--- src/logic/lcd_params.svh ---
// Constants for the segment LCD driver serial control block.
// Assumes inclusion by bare name from logic/ sources only.
`ifndef LCD_PARAMS_SVH
`define LCD_PARAMS_SVH

// Serial frame
`define LCD_DEV_ADDR        8'h44
`define LCD_LONG_BITS       7'h60
`define LCD_SHORT_BITS      7'h30
`define LCD_CNT_MAX         7'h7F
`define LCD_FRAME_W         96

// Control field positions inside a short frame (first bit = 0)
`define LCD_SHORT_BASE      48
`define LCD_FLD_PORT0       0
`define LCD_FLD_PORT1       1
`define LCD_FLD_PORT2       2
`define LCD_FLD_DRV0        3
`define LCD_FLD_DRV1        4
`define LCD_FLD_LSEG        5
`define LCD_FLD_CSRC        6

// Display data positions of the four port levels
`define LCD_PORT_STRIDE     3

// Internal oscillator divider, in ref_clk cycles per core tick
`define LCD_OSC_DIV         8'h08

// APB register byte offsets
`define LCD_REG_CTRL        12'h000
`define LCD_REG_STATUS      12'h004
`define LCD_REG_COUNT       12'h008
`define LCD_REG_DISP0       12'h00C

// Reset values
`define LCD_CTRL_RST        1'b1
`define LCD_CFG_RST         7'h00

`endif

--- src/logic/lcd_pkg.sv ---
// Types shared by the LCD serial control block.
// Assumes lcd_params.svh constants for all numeric values.
`default_nettype none
package lcd_pkg;

  // Configuration received over the serial link
  typedef struct packed {
    logic       clock_source_select;  // 0 internal osc, 1 external
    logic       last_segment_enable;  // 0 pin grounded
    logic       drive_type_bit1;
    logic       drive_type_bit0;
    logic [2:0] port_select_field;    // First frame bit lands in MSB
  } lcd_cfg_t;

  // Pin function and level view of the shared output pins
  typedef struct packed {
    logic       drive_enable;     // 0 while every pin is grounded
    logic [3:0] port_mode;        // shared_seg_port_N acts as port
    logic [3:0] port_level;       // level of pins in port mode
    logic [2:0] common_mode;      // shared_common_2..4 acts as common
    logic       last_seg_drive;   // last_segment_pin drives segment
  } lcd_pins_t;

  // Outcome of the last completed frame
  typedef enum logic [1:0] {
    LCD_RES_NONE,
    LCD_RES_DISP,
    LCD_RES_CFG,
    LCD_RES_BAD
  } lcd_result_t;

  // Receiver states
  typedef enum logic {
    LCD_RX_ADDR,
    LCD_RX_DATA
  } lcd_rx_state_t;

endpackage : lcd_pkg
`default_nettype wire

--- src/logic/lcd_serial_ctrl.sv ---
// Serial control receiver and output control of a segment LCD driver.
// Assumes slow link pins (shift clock well under ref_clk / 4) and an
// APB master on ref_clk.
//
// Functional notes
// - frame opens with eight-bit address 44h
// - sample on shift rise, commit on enable fall
// - wrong bit count keeps old register state
// - shift clock may idle high between transfers
// - forced off grounds every port, segment, common
// - forced off stops oscillator, ignores external clock
// - forced off still accepts and commits transfers
// - last segment pin grounded unless enable set
// - clock source bit picks internal or external
// - shared pins act as segments or ports
// - port field decodes zero to four ports
// - shared commons follow the drive-type field
// - drive type sets duty and common count
//
// Our own choices: the placing of the registers and the APB interface to the registers.
`timescale 1ns/10ps
`default_nettype none
`include "lcd_params.svh"

module lcd_serial_ctrl (
  input  wire logic                ref_clk,
  input  wire logic                nrst,
  // Serial link pins
  input  wire logic                chip_enable,
  input  wire logic                serial_shift_clock,
  input  wire logic                serial_data_in,
  input  wire logic                display_force_off_n,
  input  wire logic                external_clock_in,
  // APB slave
  input  wire logic                psel,
  input  wire logic                penable,
  input  wire logic                pwrite,
  input  wire logic [11:0]         paddr,
  input  wire logic [31:0]         pwdata,
  output var  logic [31:0]         prdata,
  output var  logic                pready,
  output var  logic                pslverr,
  // Pin control and core clock
  output var  lcd_pkg::lcd_pins_t  pins,
  output var  logic                osc_run,
  output var  logic                core_tick
);
  import lcd_pkg::*;

  ////////////////////////////////////////////////////////////////////////
  // Pin synchronisers
  logic [4:0] pin_s;        // Synchronised pins
  logic       ce_s;         // Chip enable
  logic       sck_s;        // Shift clock
  logic       sdi_s;        // Data
  logic       foff_n_s;     // Force-off, low active
  logic       ext_s;        // External clock

  lcd_sync #(.W(5)) u_sync (
    .ref_clk  (ref_clk),
    .nrst     (nrst),
    .async_in ({external_clock_in, display_force_off_n,
                serial_data_in, serial_shift_clock, chip_enable}),
    .sync_out (pin_s)
  );
  assign {ext_s, foff_n_s, sdi_s, sck_s, ce_s} = pin_s;

  ////////////////////////////////////////////////////////////////////////
  // Edge detection on the synchronised pins
  logic ce_q;               // Previous chip enable
  logic sck_q;              // Previous shift clock
  logic ext_q;              // Previous external clock
  logic ce_rise;
  logic ce_fall;
  logic sck_rise;
  logic ext_rise;

  always_ff @(posedge ref_clk)
  begin
    if (!nrst)
    begin
      ce_q  <= 1'b0;
      sck_q <= 1'b0;
      ext_q <= 1'b0;
    end
    else
    begin
      ce_q  <= ce_s;
      sck_q <= sck_s;
      ext_q <= ext_s;
    end
  end

  // Only rising shift edges count, so a clock that idles high makes no
  // false bit at either end of the enable window
  assign ce_rise  = ce_s & ~ce_q;
  assign ce_fall  = ~ce_s & ce_q;
  assign sck_rise = sck_s & ~sck_q;
  assign ext_rise = ext_s & ~ext_q;

  ////////////////////////////////////////////////////////////////////////
  // Receiver: address while enable low, data while enable high
  lcd_rx_state_t                 state,    next_state;
  logic [7:0]                    addr,     next_addr;
  logic                          match,    next_match;
  logic [6:0]                    cnt,      next_cnt;
  logic [`LCD_FRAME_W-1:0]       shift,    next_shift;
  logic [`LCD_FRAME_W-1:0]       disp,     next_disp;
  lcd_cfg_t                      cfg,      next_cfg;
  lcd_result_t                   result,   next_result;
  logic [7:0]                    ok_cnt,   next_ok_cnt;
  logic [7:0]                    bad_cnt,  next_bad_cnt;
  logic                          rx_enable;  // From APB control

  always_comb
  begin
    next_state   = state;
    next_addr    = addr;
    next_match   = match;
    next_cnt     = cnt;
    next_shift   = shift;
    next_disp    = disp;
    next_cfg     = cfg;
    next_result  = result;
    next_ok_cnt  = ok_cnt;
    next_bad_cnt = bad_cnt;
    case (state)
      LCD_RX_ADDR:
      begin
        // Address goes in first bit as LSB
        if (sck_rise)
          next_addr = {sdi_s, addr[7:1]};
        if (ce_rise)
        begin
          next_state = LCD_RX_DATA;
          next_match = (addr == `LCD_DEV_ADDR) && rx_enable;
          next_cnt   = '0;
        end
      end
      LCD_RX_DATA:
      begin
        // Bits are taken regardless of force-off
        if (sck_rise)
        begin
          next_shift = {sdi_s, shift[`LCD_FRAME_W-1:1]};
          if (cnt != `LCD_CNT_MAX)
            next_cnt = cnt + 7'h01;  // Saturates at 127, never wraps to 0
        end
        if (ce_fall)
        begin
          next_state = LCD_RX_ADDR;
          if (!match)
            next_state = LCD_RX_ADDR;
          else if (cnt == `LCD_LONG_BITS)
          begin
            next_disp   = shift;
            next_result = LCD_RES_DISP;
            next_ok_cnt = ok_cnt + 8'h01;
          end
          else if (cnt == `LCD_SHORT_BITS)
          begin
            next_cfg.port_select_field =
              {shift[`LCD_SHORT_BASE + `LCD_FLD_PORT0],
               shift[`LCD_SHORT_BASE + `LCD_FLD_PORT1],
               shift[`LCD_SHORT_BASE + `LCD_FLD_PORT2]};
            next_cfg.drive_type_bit0     =
              shift[`LCD_SHORT_BASE + `LCD_FLD_DRV0];
            next_cfg.drive_type_bit1     =
              shift[`LCD_SHORT_BASE + `LCD_FLD_DRV1];
            next_cfg.last_segment_enable =
              shift[`LCD_SHORT_BASE + `LCD_FLD_LSEG];
            next_cfg.clock_source_select =
              shift[`LCD_SHORT_BASE + `LCD_FLD_CSRC];
            next_result = LCD_RES_CFG;
            next_ok_cnt = ok_cnt + 8'h01;
          end
          else
          begin
            // Old state is kept; only the error count and the result move
            next_result  = LCD_RES_BAD;
            next_bad_cnt = bad_cnt + 8'h01;
          end
        end
      end
      default: next_state = LCD_RX_ADDR;
    endcase
  end

  always_ff @(posedge ref_clk)
  begin
    if (!nrst)
    begin
      state   <= LCD_RX_ADDR;
      addr    <= '0;
      match   <= 1'b0;
      cnt     <= '0;
      shift   <= '0;
      disp    <= '0;
      cfg     <= `LCD_CFG_RST;
      result  <= LCD_RES_NONE;
      ok_cnt  <= '0;
      bad_cnt <= '0;
    end
    else
    begin
      state   <= next_state;
      addr    <= next_addr;
      match   <= next_match;
      cnt     <= next_cnt;
      shift   <= next_shift;
      disp    <= next_disp;
      cfg     <= next_cfg;
      result  <= next_result;
      ok_cnt  <= next_ok_cnt;
      bad_cnt <= next_bad_cnt;
    end
  end

  ////////////////////////////////////////////////////////////////////////
  // Core clock: divided ref_clk or synchronised external clock edges
  logic [7:0] osc_div, next_osc_div;
  logic       next_osc_run;
  logic       next_core_tick;

  always_comb
  begin
    next_osc_run   = foff_n_s && !cfg.clock_source_select;
    next_osc_div   = '0;   // Held at zero: oscillator stopped
    next_core_tick = 1'b0;
    if (next_osc_run)
    begin
      next_osc_div = (osc_div == `LCD_OSC_DIV - 8'h01)
                     ? 8'h00 : osc_div + 8'h01;
      next_core_tick = (osc_div == `LCD_OSC_DIV - 8'h01);
    end
    else if (foff_n_s)
      next_core_tick = ext_rise;
  end

  always_ff @(posedge ref_clk)
  begin
    if (!nrst)
    begin
      osc_div   <= '0;
      osc_run   <= 1'b0;
      core_tick <= 1'b0;
    end
    else
    begin
      osc_div   <= next_osc_div;
      osc_run   <= next_osc_run;
      core_tick <= next_core_tick;
    end
  end

  ////////////////////////////////////////////////////////////////////////
  // Pin functions, registered so the outputs leave from flops
  lcd_pins_t  next_pins;
  logic [3:0] disp_ports;

  // Port levels come from every third display bit
  genvar gp;
  generate
    for (gp = 0; gp < 4; gp++)
    begin : g_port
      assign disp_ports[gp] = disp[gp * `LCD_PORT_STRIDE];
    end
  endgenerate

  lcd_pin_decode u_dec (
    .force_off_n (foff_n_s),
    .cfg         (cfg),
    .disp_ports  (disp_ports),
    .pins        (next_pins)
  );

  always_ff @(posedge ref_clk)
  begin
    if (!nrst)
      pins <= '0;   // Grounded until reset ends and force-off is released
    else
      pins <= next_pins;
  end

  ////////////////////////////////////////////////////////////////////////
  // APB slave: one wait state, read data registered with pready
  logic [31:0] next_prdata;
  logic        next_pready;
  logic        next_pslverr;
  logic        next_rx_enable;
  logic        access;

  assign access = psel && penable;

  always_comb
  begin
    next_prdata    = prdata;
    next_pready    = 1'b0;
    next_pslverr   = 1'b0;
    next_rx_enable = rx_enable;
    if (access && !pready)
    begin
      next_pready = 1'b1;
      case (paddr)
        `LCD_REG_CTRL:   next_prdata = {31'h0000_0000, rx_enable};
        `LCD_REG_STATUS: next_prdata = {20'h0_0000, foff_n_s,
                                        state == LCD_RX_DATA,
                                        result, 1'b0, cfg};
        `LCD_REG_COUNT:  next_prdata = {16'h0000, bad_cnt, ok_cnt};
        `LCD_REG_DISP0:  next_prdata = disp[31:0];
        default:
        begin
          next_prdata  = 32'h0000_0000;
          next_pslverr = 1'b1;     // Unmapped address
        end
      endcase
    end
    // Write lands at the edge that samples pready high
    if (access && pready && pwrite && paddr == `LCD_REG_CTRL)
      next_rx_enable = pwdata[0];
  end

  always_ff @(posedge ref_clk)
  begin
    if (!nrst)
    begin
      prdata    <= '0;
      pready    <= 1'b0;
      pslverr   <= 1'b0;
      rx_enable <= `LCD_CTRL_RST;
    end
    else
    begin
      prdata    <= next_prdata;
      pready    <= next_pready;
      pslverr   <= next_pslverr;
      rx_enable <= next_rx_enable;
    end
  end

  logic end_frame;
  assign end_frame = (state == LCD_RX_DATA) && ce_fall;
endmodule : lcd_serial_ctrl
`default_nettype wire

--- src/logic/lcd_sync.sv ---
// Two-flop synchroniser bank for pins entering the ref_clk domain.
// Assumes asynchronous, slow inputs; output is two edges late.
`timescale 1ns/10ps
`default_nettype none

module lcd_sync #(
  parameter int W = 1
) (
  input  wire logic         ref_clk,
  input  wire logic         nrst,
  input  wire logic [W-1:0] async_in,
  output var  logic [W-1:0] sync_out
);
  import lcd_pkg::*;

  ////////////////////////////////////////////////////////////////////////
  // One pair of flops per bit; the first flop feeds only the second
  genvar gi;
  generate
    for (gi = 0; gi < W; gi++)
    begin : g_bit
      logic stage1;  // Metastability catcher
      always_ff @(posedge ref_clk)
      begin
        if (!nrst)
        begin
          stage1        <= 1'b0;
          sync_out[gi]  <= 1'b0;
        end
        else
        begin
          stage1        <= async_in[gi];
          sync_out[gi]  <= stage1;
        end
      end
    end
  endgenerate

endmodule : lcd_sync
`default_nettype wire

--- src/logic/lcd_pin_decode.sv ---
// Decodes configuration into the function of each shared pin.
// Assumes the caller registers the result before it leaves the block.
`timescale 1ns/10ps
`default_nettype none

module lcd_pin_decode (
  input  wire logic             force_off_n,
  input  wire lcd_pkg::lcd_cfg_t cfg,
  input  wire logic [3:0]       disp_ports,
  output var  lcd_pkg::lcd_pins_t pins
);
  import lcd_pkg::*;

  // Number of shared pins turned into ports
  function automatic logic [2:0] port_count(input logic [2:0] sel);
    case (sel)
      3'h1:    port_count = 3'h1;
      3'h2:    port_count = 3'h2;
      3'h3:    port_count = 3'h3;
      3'h4:    port_count = 3'h4;
      default: port_count = 3'h0;  // 101..111 leave all as segments
    endcase
  endfunction : port_count

  // Number of common lines in use: 4 - bit0 - 2*bit1
  function automatic logic [2:0] common_count(input logic b0,
                                              input logic b1);
    case ({b1, b0})
      2'h0:    common_count = 3'h4;
      2'h1:    common_count = 3'h3;
      2'h2:    common_count = 3'h2;
      default: common_count = 3'h1;
    endcase
  endfunction : common_count

  ////////////////////////////////////////////////////////////////////////
  // Everything reads zero while forced off so every pin sits at ground
  always_comb
  begin
    logic [2:0] np;
    logic [2:0] nc;
    np   = port_count(cfg.port_select_field);
    nc   = common_count(cfg.drive_type_bit0,
                        cfg.drive_type_bit1);
    pins = '0;
    if (force_off_n)
    begin
      pins.drive_enable = 1'b1;
      for (int i = 0; i < 4; i++)
      begin
        pins.port_mode[i]  = (3'(i) < np);
        pins.port_level[i] = (3'(i) < np) && disp_ports[i];
      end
      for (int k = 0; k < 3; k++)
        pins.common_mode[k] = (3'(k + 1) < nc);
      pins.last_seg_drive = cfg.last_segment_enable;
    end
  end

endmodule : lcd_pin_decode
`default_nettype wire

--- config.mk ---
export PLATFORM = sky130hd
export DESIGN_NAME = lcd_serial_ctrl
export DESIGN_NICKNAME = d
export VERILOG_FILES = /design/src/logic/lcd_pkg.sv /design/src/logic/lcd_serial_ctrl.sv /design/src/logic/lcd_sync.sv /design/src/logic/lcd_pin_decode.sv
export VERILOG_INCLUDE_DIRS = /design/src /design/src/logic
export SDC_FILE = /design/constraint.sdc
export NUM_CORES = 1
export LEC_CHECK = 0
export ABC_AREA = 1
export BUFFER_PORTS_ARGS = -buffer_cell sky130_fd_sc_hd__clkbuf_2
export CAP_MARGIN = 20
export CORE_MARGIN = 2
export CORE_UTILIZATION = 54
export CTS_BUF_LIST = sky130_fd_sc_hd__clkbuf_4 sky130_fd_sc_hd__clkbuf_8
export DETAILED_ROUTE_END_ITERATION = 10
export PLACE_DENSITY = 0.88
export SYNTH_ARGS = -nofsm -noshare
export SYNTH_HDL_FRONTEND = slang
export SYNTH_SLANG_ARGS = --single-unit
--- constraint.sdc ---
create_clock -name ref_clk -period 1.5 [get_ports ref_clk]
set_clock_uncertainty 0.05 [all_clocks]
set_input_delay 0.225 -clock ref_clk [delete_from_list [all_inputs] [get_ports ref_clk]]
set_output_delay 0.225 -clock ref_clk [all_outputs]
set_load 0.03 [all_outputs]
==> impl_metrics.py, run 1 <==
metrics = {
    "floorplan": {
        "core.rowCount": 47,
        "ios": 103,
        "core_area_mm2": 0.01652,
        "die_h_um": 133.9,
        "die_area_mm2": 0.01792,
        "start_util_pct": 55.11,
        "die_w_um": 133.9,
    },
    "timing": {
        "report.final.slew_viol_count": 0,
        "setup-tns-final_ns": -3.981,
        "hold_viol": 0,
        "slew-limit-headroom_pct": 63.97,
        "setup_viol": 50,
        "finalCritPeriodShare_pct": 110.6,
        "tightest_slew_ns": 0.5355,
        "fmax_mhz": 602.8,
        "rsz0062_at_grt": "true",
        "post-route-min-period_ns": 1.659,
        "worst_slack_ns": -0.1590,
        "whs_ns": 0.06892,
    },
    "synth": {
        "yosys_warnings": 0,
        "synth_cell_types": 35,
        "ys_seq_area_share_pct": 52.97,
        "synthFlopType": "dfxtp_1",
        "synthTopCellsByCount": "nand2_1, dfxtp_1, a21oi_1, nor2_1, inv_1",
        "yosysTopAreaCell": "dfxtp_1",
        "synthTopCellsByArea": "dfxtp_1, nand2_1, a21oi_1",
        "async_reset_ff_share_pct": 0,
        "yosysMostFrequentCell": "nand2_1",
        "synth_top_area_share_pct": 52.97,
        "syn-cell-area_mm2": 0.009107,
        "syn_nets": 1241,
        "synth_cells": 1182,
        "syn_area_per_cell_um2": 7.705,
        "synth_edf_count": 0,
        "synth-seq-cells": 241,
    },
    "finish": {
        "drive_above_1_share_pct": 21.69,
        "antenna_cells": 0,
        "fillers": 1106,
        "finalCoreUtilization_pct": 67.67,
        "syn_to_final_growth_pct": 22.78,
        "nets": 1337,
    },
    "setup_path": {
        "worstSetupPathType": "reg -> reg",
        "cp_max_fo": 8,
        "startpoint_type": "flop",
        "required_ns": 1.89,
        "arrival_ns": 2.04,
        "crit_path_end_kind": "flop",
    },
    "clock_network": {
        "cts_inserted_buffers": 38,
        "tritoncts": "done",
        "htree_levels": 2,
        "cts_buffer_depth": 3,
        "path_clk_slew_ns": 0.06,
        "ctsRootBufferMaster": "clkbuf_8",
        "clock_latency_ns": 0.55,
        "cts_sinks": 241,
    },
    "global_routing": {
        "grt_use_met3_pct": 4.800,
        "grt_util_met1_pct": 29.47,
        "met2_usage_pct": 39.40,
        "gr-total-overflow": 0,
        "busiest_layer": "met2",
        "grt_max_degree": 103,
        "grt_pass1_wl_mm": 35.70,
        "track_usage_pct": 24.04,
        "first_global_vias": 7792,
        "grt_antenna_before_repair": 0,
    },
    "route": {
        "wl_per_cell_um": 15.60,
        "route.final.wire_length_mm": 23.78,
        "antenna_left": 0,
        "first_pass_iters": 6,
        "via_per_inst": 5.607,
        "via_count": 8551,
        "drt_iter0_markers": 879,
        "drcViolationCount": 0,
    },
    "placed_design": {
        "hpwl_mm": 12.51,
        "io_buffers": 71,
        "place_congestion": 0.9096,
    },
    "run_status": {
        "status": "finished, violations left",
        "violations": "negative setup slack",
    },
    "pwr": {
        "leakagePower_nw": 4.331,
        "total_power_mw": 12.81,
        "powerDensity_mw_per_mm2": 1145,
        "peakVddDrop_v": 0.0005386,
    },
    "job": {
        "maxCapViolations": 0,
    },
    "min_path": {
        "worstHoldPathType": "in -> reg",
    },
}
==> metal layers <==
layer,routed length (µm),share of wire [%]
met1,9000,38
met2,11570,49
met3,1957,8.2
met4,1256,5.3
met5,0,0
==> path summary, 6_finish.rpt <==
path / start / end / slack (ns) / depth (start not counted)
max: cnt[0]$_SDFFE_PN0P_ / disp[19]$_SDFFE_PN0P_ / -0.16 / 8
min: nrst / osc_run$_SDFF_PN0_ / 0.07 / 3
max reg2reg: cnt[0]$_SDFFE_PN0P_ / disp[19]$_SDFFE_PN0P_ / -0.16 / 8
min reg2reg: u_sync.g_bit[0].stage1$_SDFF_PN0_ / u_sync.sync_out[0]$_SDFF_PN0_ / 0.37 / 2
==> cells in the final DEF (no fill, tap or decap), types with 8 or more instances in the layout <==
cell type | netlist | layout
nand2_1 | 301 | 284
dfxtp_1 | 241 | 235
a21oi_1 | 169 | 158
nor2_1 | 115 | 103
inv_1 | 77 | 72
clkbuf_2 | 0 | 71
nand3_1 | 66 | 66
clkbuf_8 | 0 | 45
o21ai_0 | 70 | 39
buf_4 | 7 | 24
o21ai_1 | 7 | 22
o21ai_2 | 0 | 16
nand2_2 | 3 | 14
nor2_4 | 5 | 13
clkbuf_4 | 0 | 12
a21oi_2 | 0 | 11
nor3_1 | 11 | 11
nor2_2 | 4 | 9
nand2_4 | 3 | 9
buf_12 | 0 | 9
inv_2 | 8 | 8
==> area by class of cell <==
class                   instances  area, µm²  area share [%]
well taps                     220      275.3           2.462
multi-input cells             791       3958           35.39
clock inverters                10      108.9          0.9735
repair buffers                120      948.4           8.482
clock buffers                  57      709.4           6.344
flip-flops and latches        241       4835           43.24
inverters                      86      347.8           3.111
==> repair_timing <==
item	CTS	global route
setup endpoints to repair	62	79
hold buffers	6	0
pin swaps	13	28
gates cloned	4	2
gates resized for setup	58	80
buffers inserted	4	1
endpoints found under the hold margin	6	0
==> state kept, by name (all words and copies together) (netlist names), 2 cells and up <==
register	count
addr	8
bad_cnt	8
cfg	7
cnt	7
disp	32
ok_cnt	8
osc_div	8
pins	13
prdata	32
result	2
shift	96
u_sync.g_bit.stage1	5
u_sync.sync_out	5
==> power breakdown <==
part           internal, mW  switching [mW]  total (mW)
Combinational         0.135           0.277       0.412
Clock                  3.38            2.55        5.93
Sequential             6.44          0.0240        6.46
==> cells by family after synthesis <==
| group | count (synthesis) | share of synthesized area, % |
|---|---|---|
| buf+inv | 152 | 7.103 |
| simple gates | 526 | 24.58 |
| xor+xnor | 9 | 0.8656 |
| flops | 241 | 52.97 |
| compound gates | 249 | 13.79 |
| fa+ha+maj | 5 | 0.6869 |
==> metrics by stage <==
| step | cell area (µm²) | std cells | setup slack (ns) |
|---|---|---|---|
| 4_1_cts | 10890 | 1522 | -0.07830 |
| 6_report | 11180 | 1525 | -0.1590 |
| 5_1_grt | 11180 | 1525 | -0.2108 |
| 3_3_place_gp | 9804 | 1441 | -0.03721 |
| 2_1_floorplan | 9107 | 1182 | 0.04330 |
| 3_5_place_dp | 9804 | 1441 | -0.1368 |
==> critical path, stage by stage, from the launching register on <==
cell and delay (ns):
dfxtp_4 0.37, inv_4 0.06, ha_4 0.14, nand3_4 0.11
nor2_4 0.19, nand2_4 0.16, buf_12 0.18, o21ai_2 0.18
nor2_2 0.09
Power figures use the tool's default switching activity.
==> run 2: changes to the inputs <==
CORE_UTILIZATION = 27   (was 54)
PLACE_DENSITY = 0.55   (was 0.88)
==> run 2 against run 1 <==
Effect of this change: sequential power is essentially flat; via count shrank 9.0%; die area grew 97%; combinational power grew 2%; non-clock buffer count grew 10; clock power is essentially flat; global-route usage shrank 12 points; largest power group unchanged; the flow still finishes with violations (negative setup slack); utilization shrank 33 points; critical path type unchanged.
==> impl_metrics.py, run 2 (synthesis gave the netlist of run 1 again) <==
metrics = {
    "route": {
        "via_count": 7781,
        "antenna_left": 0,
        "met3WireLength_um": 792,
        "route.top_layer_used": "met4",
        "wl_met2_mm": 10.50,
        "wl_per_cell_um": 12.40,
        "m1WireLength_mm": 10.22,
        "drt_iter0_markers": 408,
        "via_per_inst": 4.401,
        "drcViolationCount": 0,
        "route.final.wire_length_mm": 21.93,
        "first_pass_iters": 5,
    },
    "pwr": {
        "peakVddDrop_v": 0.0005785,
        "leakagePower_nw": 4.307,
        "powerDensity_mw_per_mm2": 1115,
    },
    "timing": {
        "worst_slack_ns": -0.03516,
        "finalCritPeriodShare_pct": 102.3,
        "setup_viol": 21,
        "setup-tns-final_ns": -0.2383,
        "report.final.slew_viol_count": 0,
        "hold_viol": 0,
        "rsz0062_at_grt": "true",
        "tightest_slew_ns": 0.4545,
        "slew-limit-headroom_pct": 69.70,
        "fmax_mhz": 651.4,
        "post-route-min-period_ns": 1.535,
        "whs_ns": 0.04426,
    },
    "global_routing": {
        "first_global_vias": 7125,
        "grt_max_degree": 103,
        "track_usage_pct": 11.73,
        "grt_antenna_before_repair": 0,
        "grt_pass1_wl_mm": 34.90,
        "gr-total-overflow": 0,
    },
    "finish": {
        "nets": 1350,
        "finalCoreUtilization_pct": 34.37,
        "stdcell_count": 1768,
        "reg.largest.list": "shift (96), disp (32), prdata (32)",
        "final_common_cell": "nand2_1",
        "final_cell_mix": "nand2_1, dfxtp_1, a21oi_1",
        "largest_reg_flops": 96,
        "syn_to_final_growth_pct": 25.92,
        "largest_register": "shift",
        "drive_above_1_share_pct": 20.98,
        "antenna_cells": 0,
        "fin_area_mm2": 0.01147,
    },
    "clock_network": {
        "clock_latency_ns": 0.54,
        "cts_buffer_depth": 3,
        "cts_sinks": 241,
        "ctsRootBufferMaster": "clkbuf_8",
        "path_clk_slew_ns": 0.06,
        "htree_levels": 2,
        "cts_inserted_buffers": 40,
        "tritoncts": "done",
    },
    "run_status": {
        "status": "finished, violations left",
        "violations": "negative setup slack",
    },
    "placed_design": {
        "hpwl_mm": 13.65,
        "io_buffers": 71,
        "placed_cells": 1677,
        "post_dp_cell_area_mm2": 0.01016,
        "place_congestion": 0.7881,
    },
    "setup_path": {
        "path_delay_family": "simple AND/OR/NAND/NOR gates",
        "cpPeakStageDelay_ns": 0.37,
        "crit_path_end_kind": "flop",
        "cp.depth": 8,
        "cp_max_fo": 6,
        "required_ns": 1.87,
        "path_buf_inv": 2,
        "crit_path_cell_trace": "inv_4, ha_4, nand3_4, nor2_4, nand2_8, buf_4, o21ai_0, a21oi_1",
        "worst_path_max_delay_cell": "dfxtp_4",
        "arrival_ns": 1.90,
        "reg2regPathDepth": 8,
        "startpoint_type": "flop",
        "worstSetupPathType": "reg -> reg",
    },
    "floorplan": {
        "ios": 103,
        "die_w_um": 187.7,
        "core_area_mm2": 0.03336,
        "start_util_pct": 27.30,
        "core.rowCount": 67,
        "die_h_um": 187.7,
        "die_area_mm2": 0.03522,
    },
    "min_path": {
        "hold_depth": 5,
        "worstHoldPathType": "in -> reg",
    },
    "job": {
        "maxCapViolations": 0,
    },
}
## run 2: cell count changes in the layout (fill, tap and decap cells not counted), moves of 3 or more
cell | previous run | this run
a21oi_1 | 158 | 163
a21oi_2 | 11 | 6
buf_4 | 24 | 35
buf_6 | 6 | 3
clkbuf_8 | 45 | 50
nand2_1 | 284 | 299
nand2_2 | 14 | 7
nand2_4 | 9 | 2
nor2_2 | 9 | 13
nor2_4 | 13 | 7
o21ai_0 | 39 | 34
o21ai_1 | 22 | 26
## run 2: timing repair
action,in CTS,in global routing
setup buffers,2,3
gates resized for setup,23,79
setup endpoints to repair,56,70
pin swaps,6,16
hold buffers,6,0
cloned,1,8
endpoints found under the hold margin,6,0
## run 2: area by class of cell
class	instances	area, µm²
Clock buffer	62	778.2
Timing Repair Buffer	130	1040
Fill cell	3568	21900
Sequential cell	241	4836
Inverter	86	342.8
Tap cell	448	560.5
Multi-Input combinational cell	792	3855
Clock inverter	9	56.30
## run 2: worst min-delay path, stage by stage
cell,delay (ns)
clkbuf_2,0.08
nand2_1,0.05
nor2_1,0.06
nand3_1,0.09
o21ai_0,0.07
## run 2: report_power, final
group          switching [mW]  internal [mW]  leakage, nW  total [mW]
logic                   0.273          0.148         1.91       0.421
registers              0.0238           6.44         1.95        6.46
clock network            2.58           3.33        0.452        5.91
total                    2.88           9.91         4.31        12.8
## run 2: metrics by stage
stage	setup slack (ns)	power, mW
global route	-0.1062	13.34
floorplan	0.04330	6.830
CTS	0.005771	12.97
global placement	-0.06983	6.985
detailed placement	-0.08684	6.988
finish	-0.03516	12.79
## run 2: path summary, 6_finish.rpt
kind	startpoint	slack [ns]	end
setup / recovery	cnt[0]$_SDFFE_PN0P_	-0.04	disp[0]$_SDFFE_PN0P_
hold / removal	pwrite	0.04	rx_enable$_SDFFE_PN1P_
setup reg to reg	cnt[0]$_SDFFE_PN0P_	-0.04	disp[0]$_SDFFE_PN0P_
hold reg to reg	u_sync.g_bit[4].stage1$_SDFF_PN0_	0.36	u_sync.sync_out[4]$_SDFF_PN0_
## run 2: metal layers
layer | global-route usage, % | vias up
li1 | - | 4037
met5 | 0 | -
met3 | 2.059 | 34
met4 | 4.119 | 0
met1 | 15.13 | 3588
met2 | 19.70 | 122
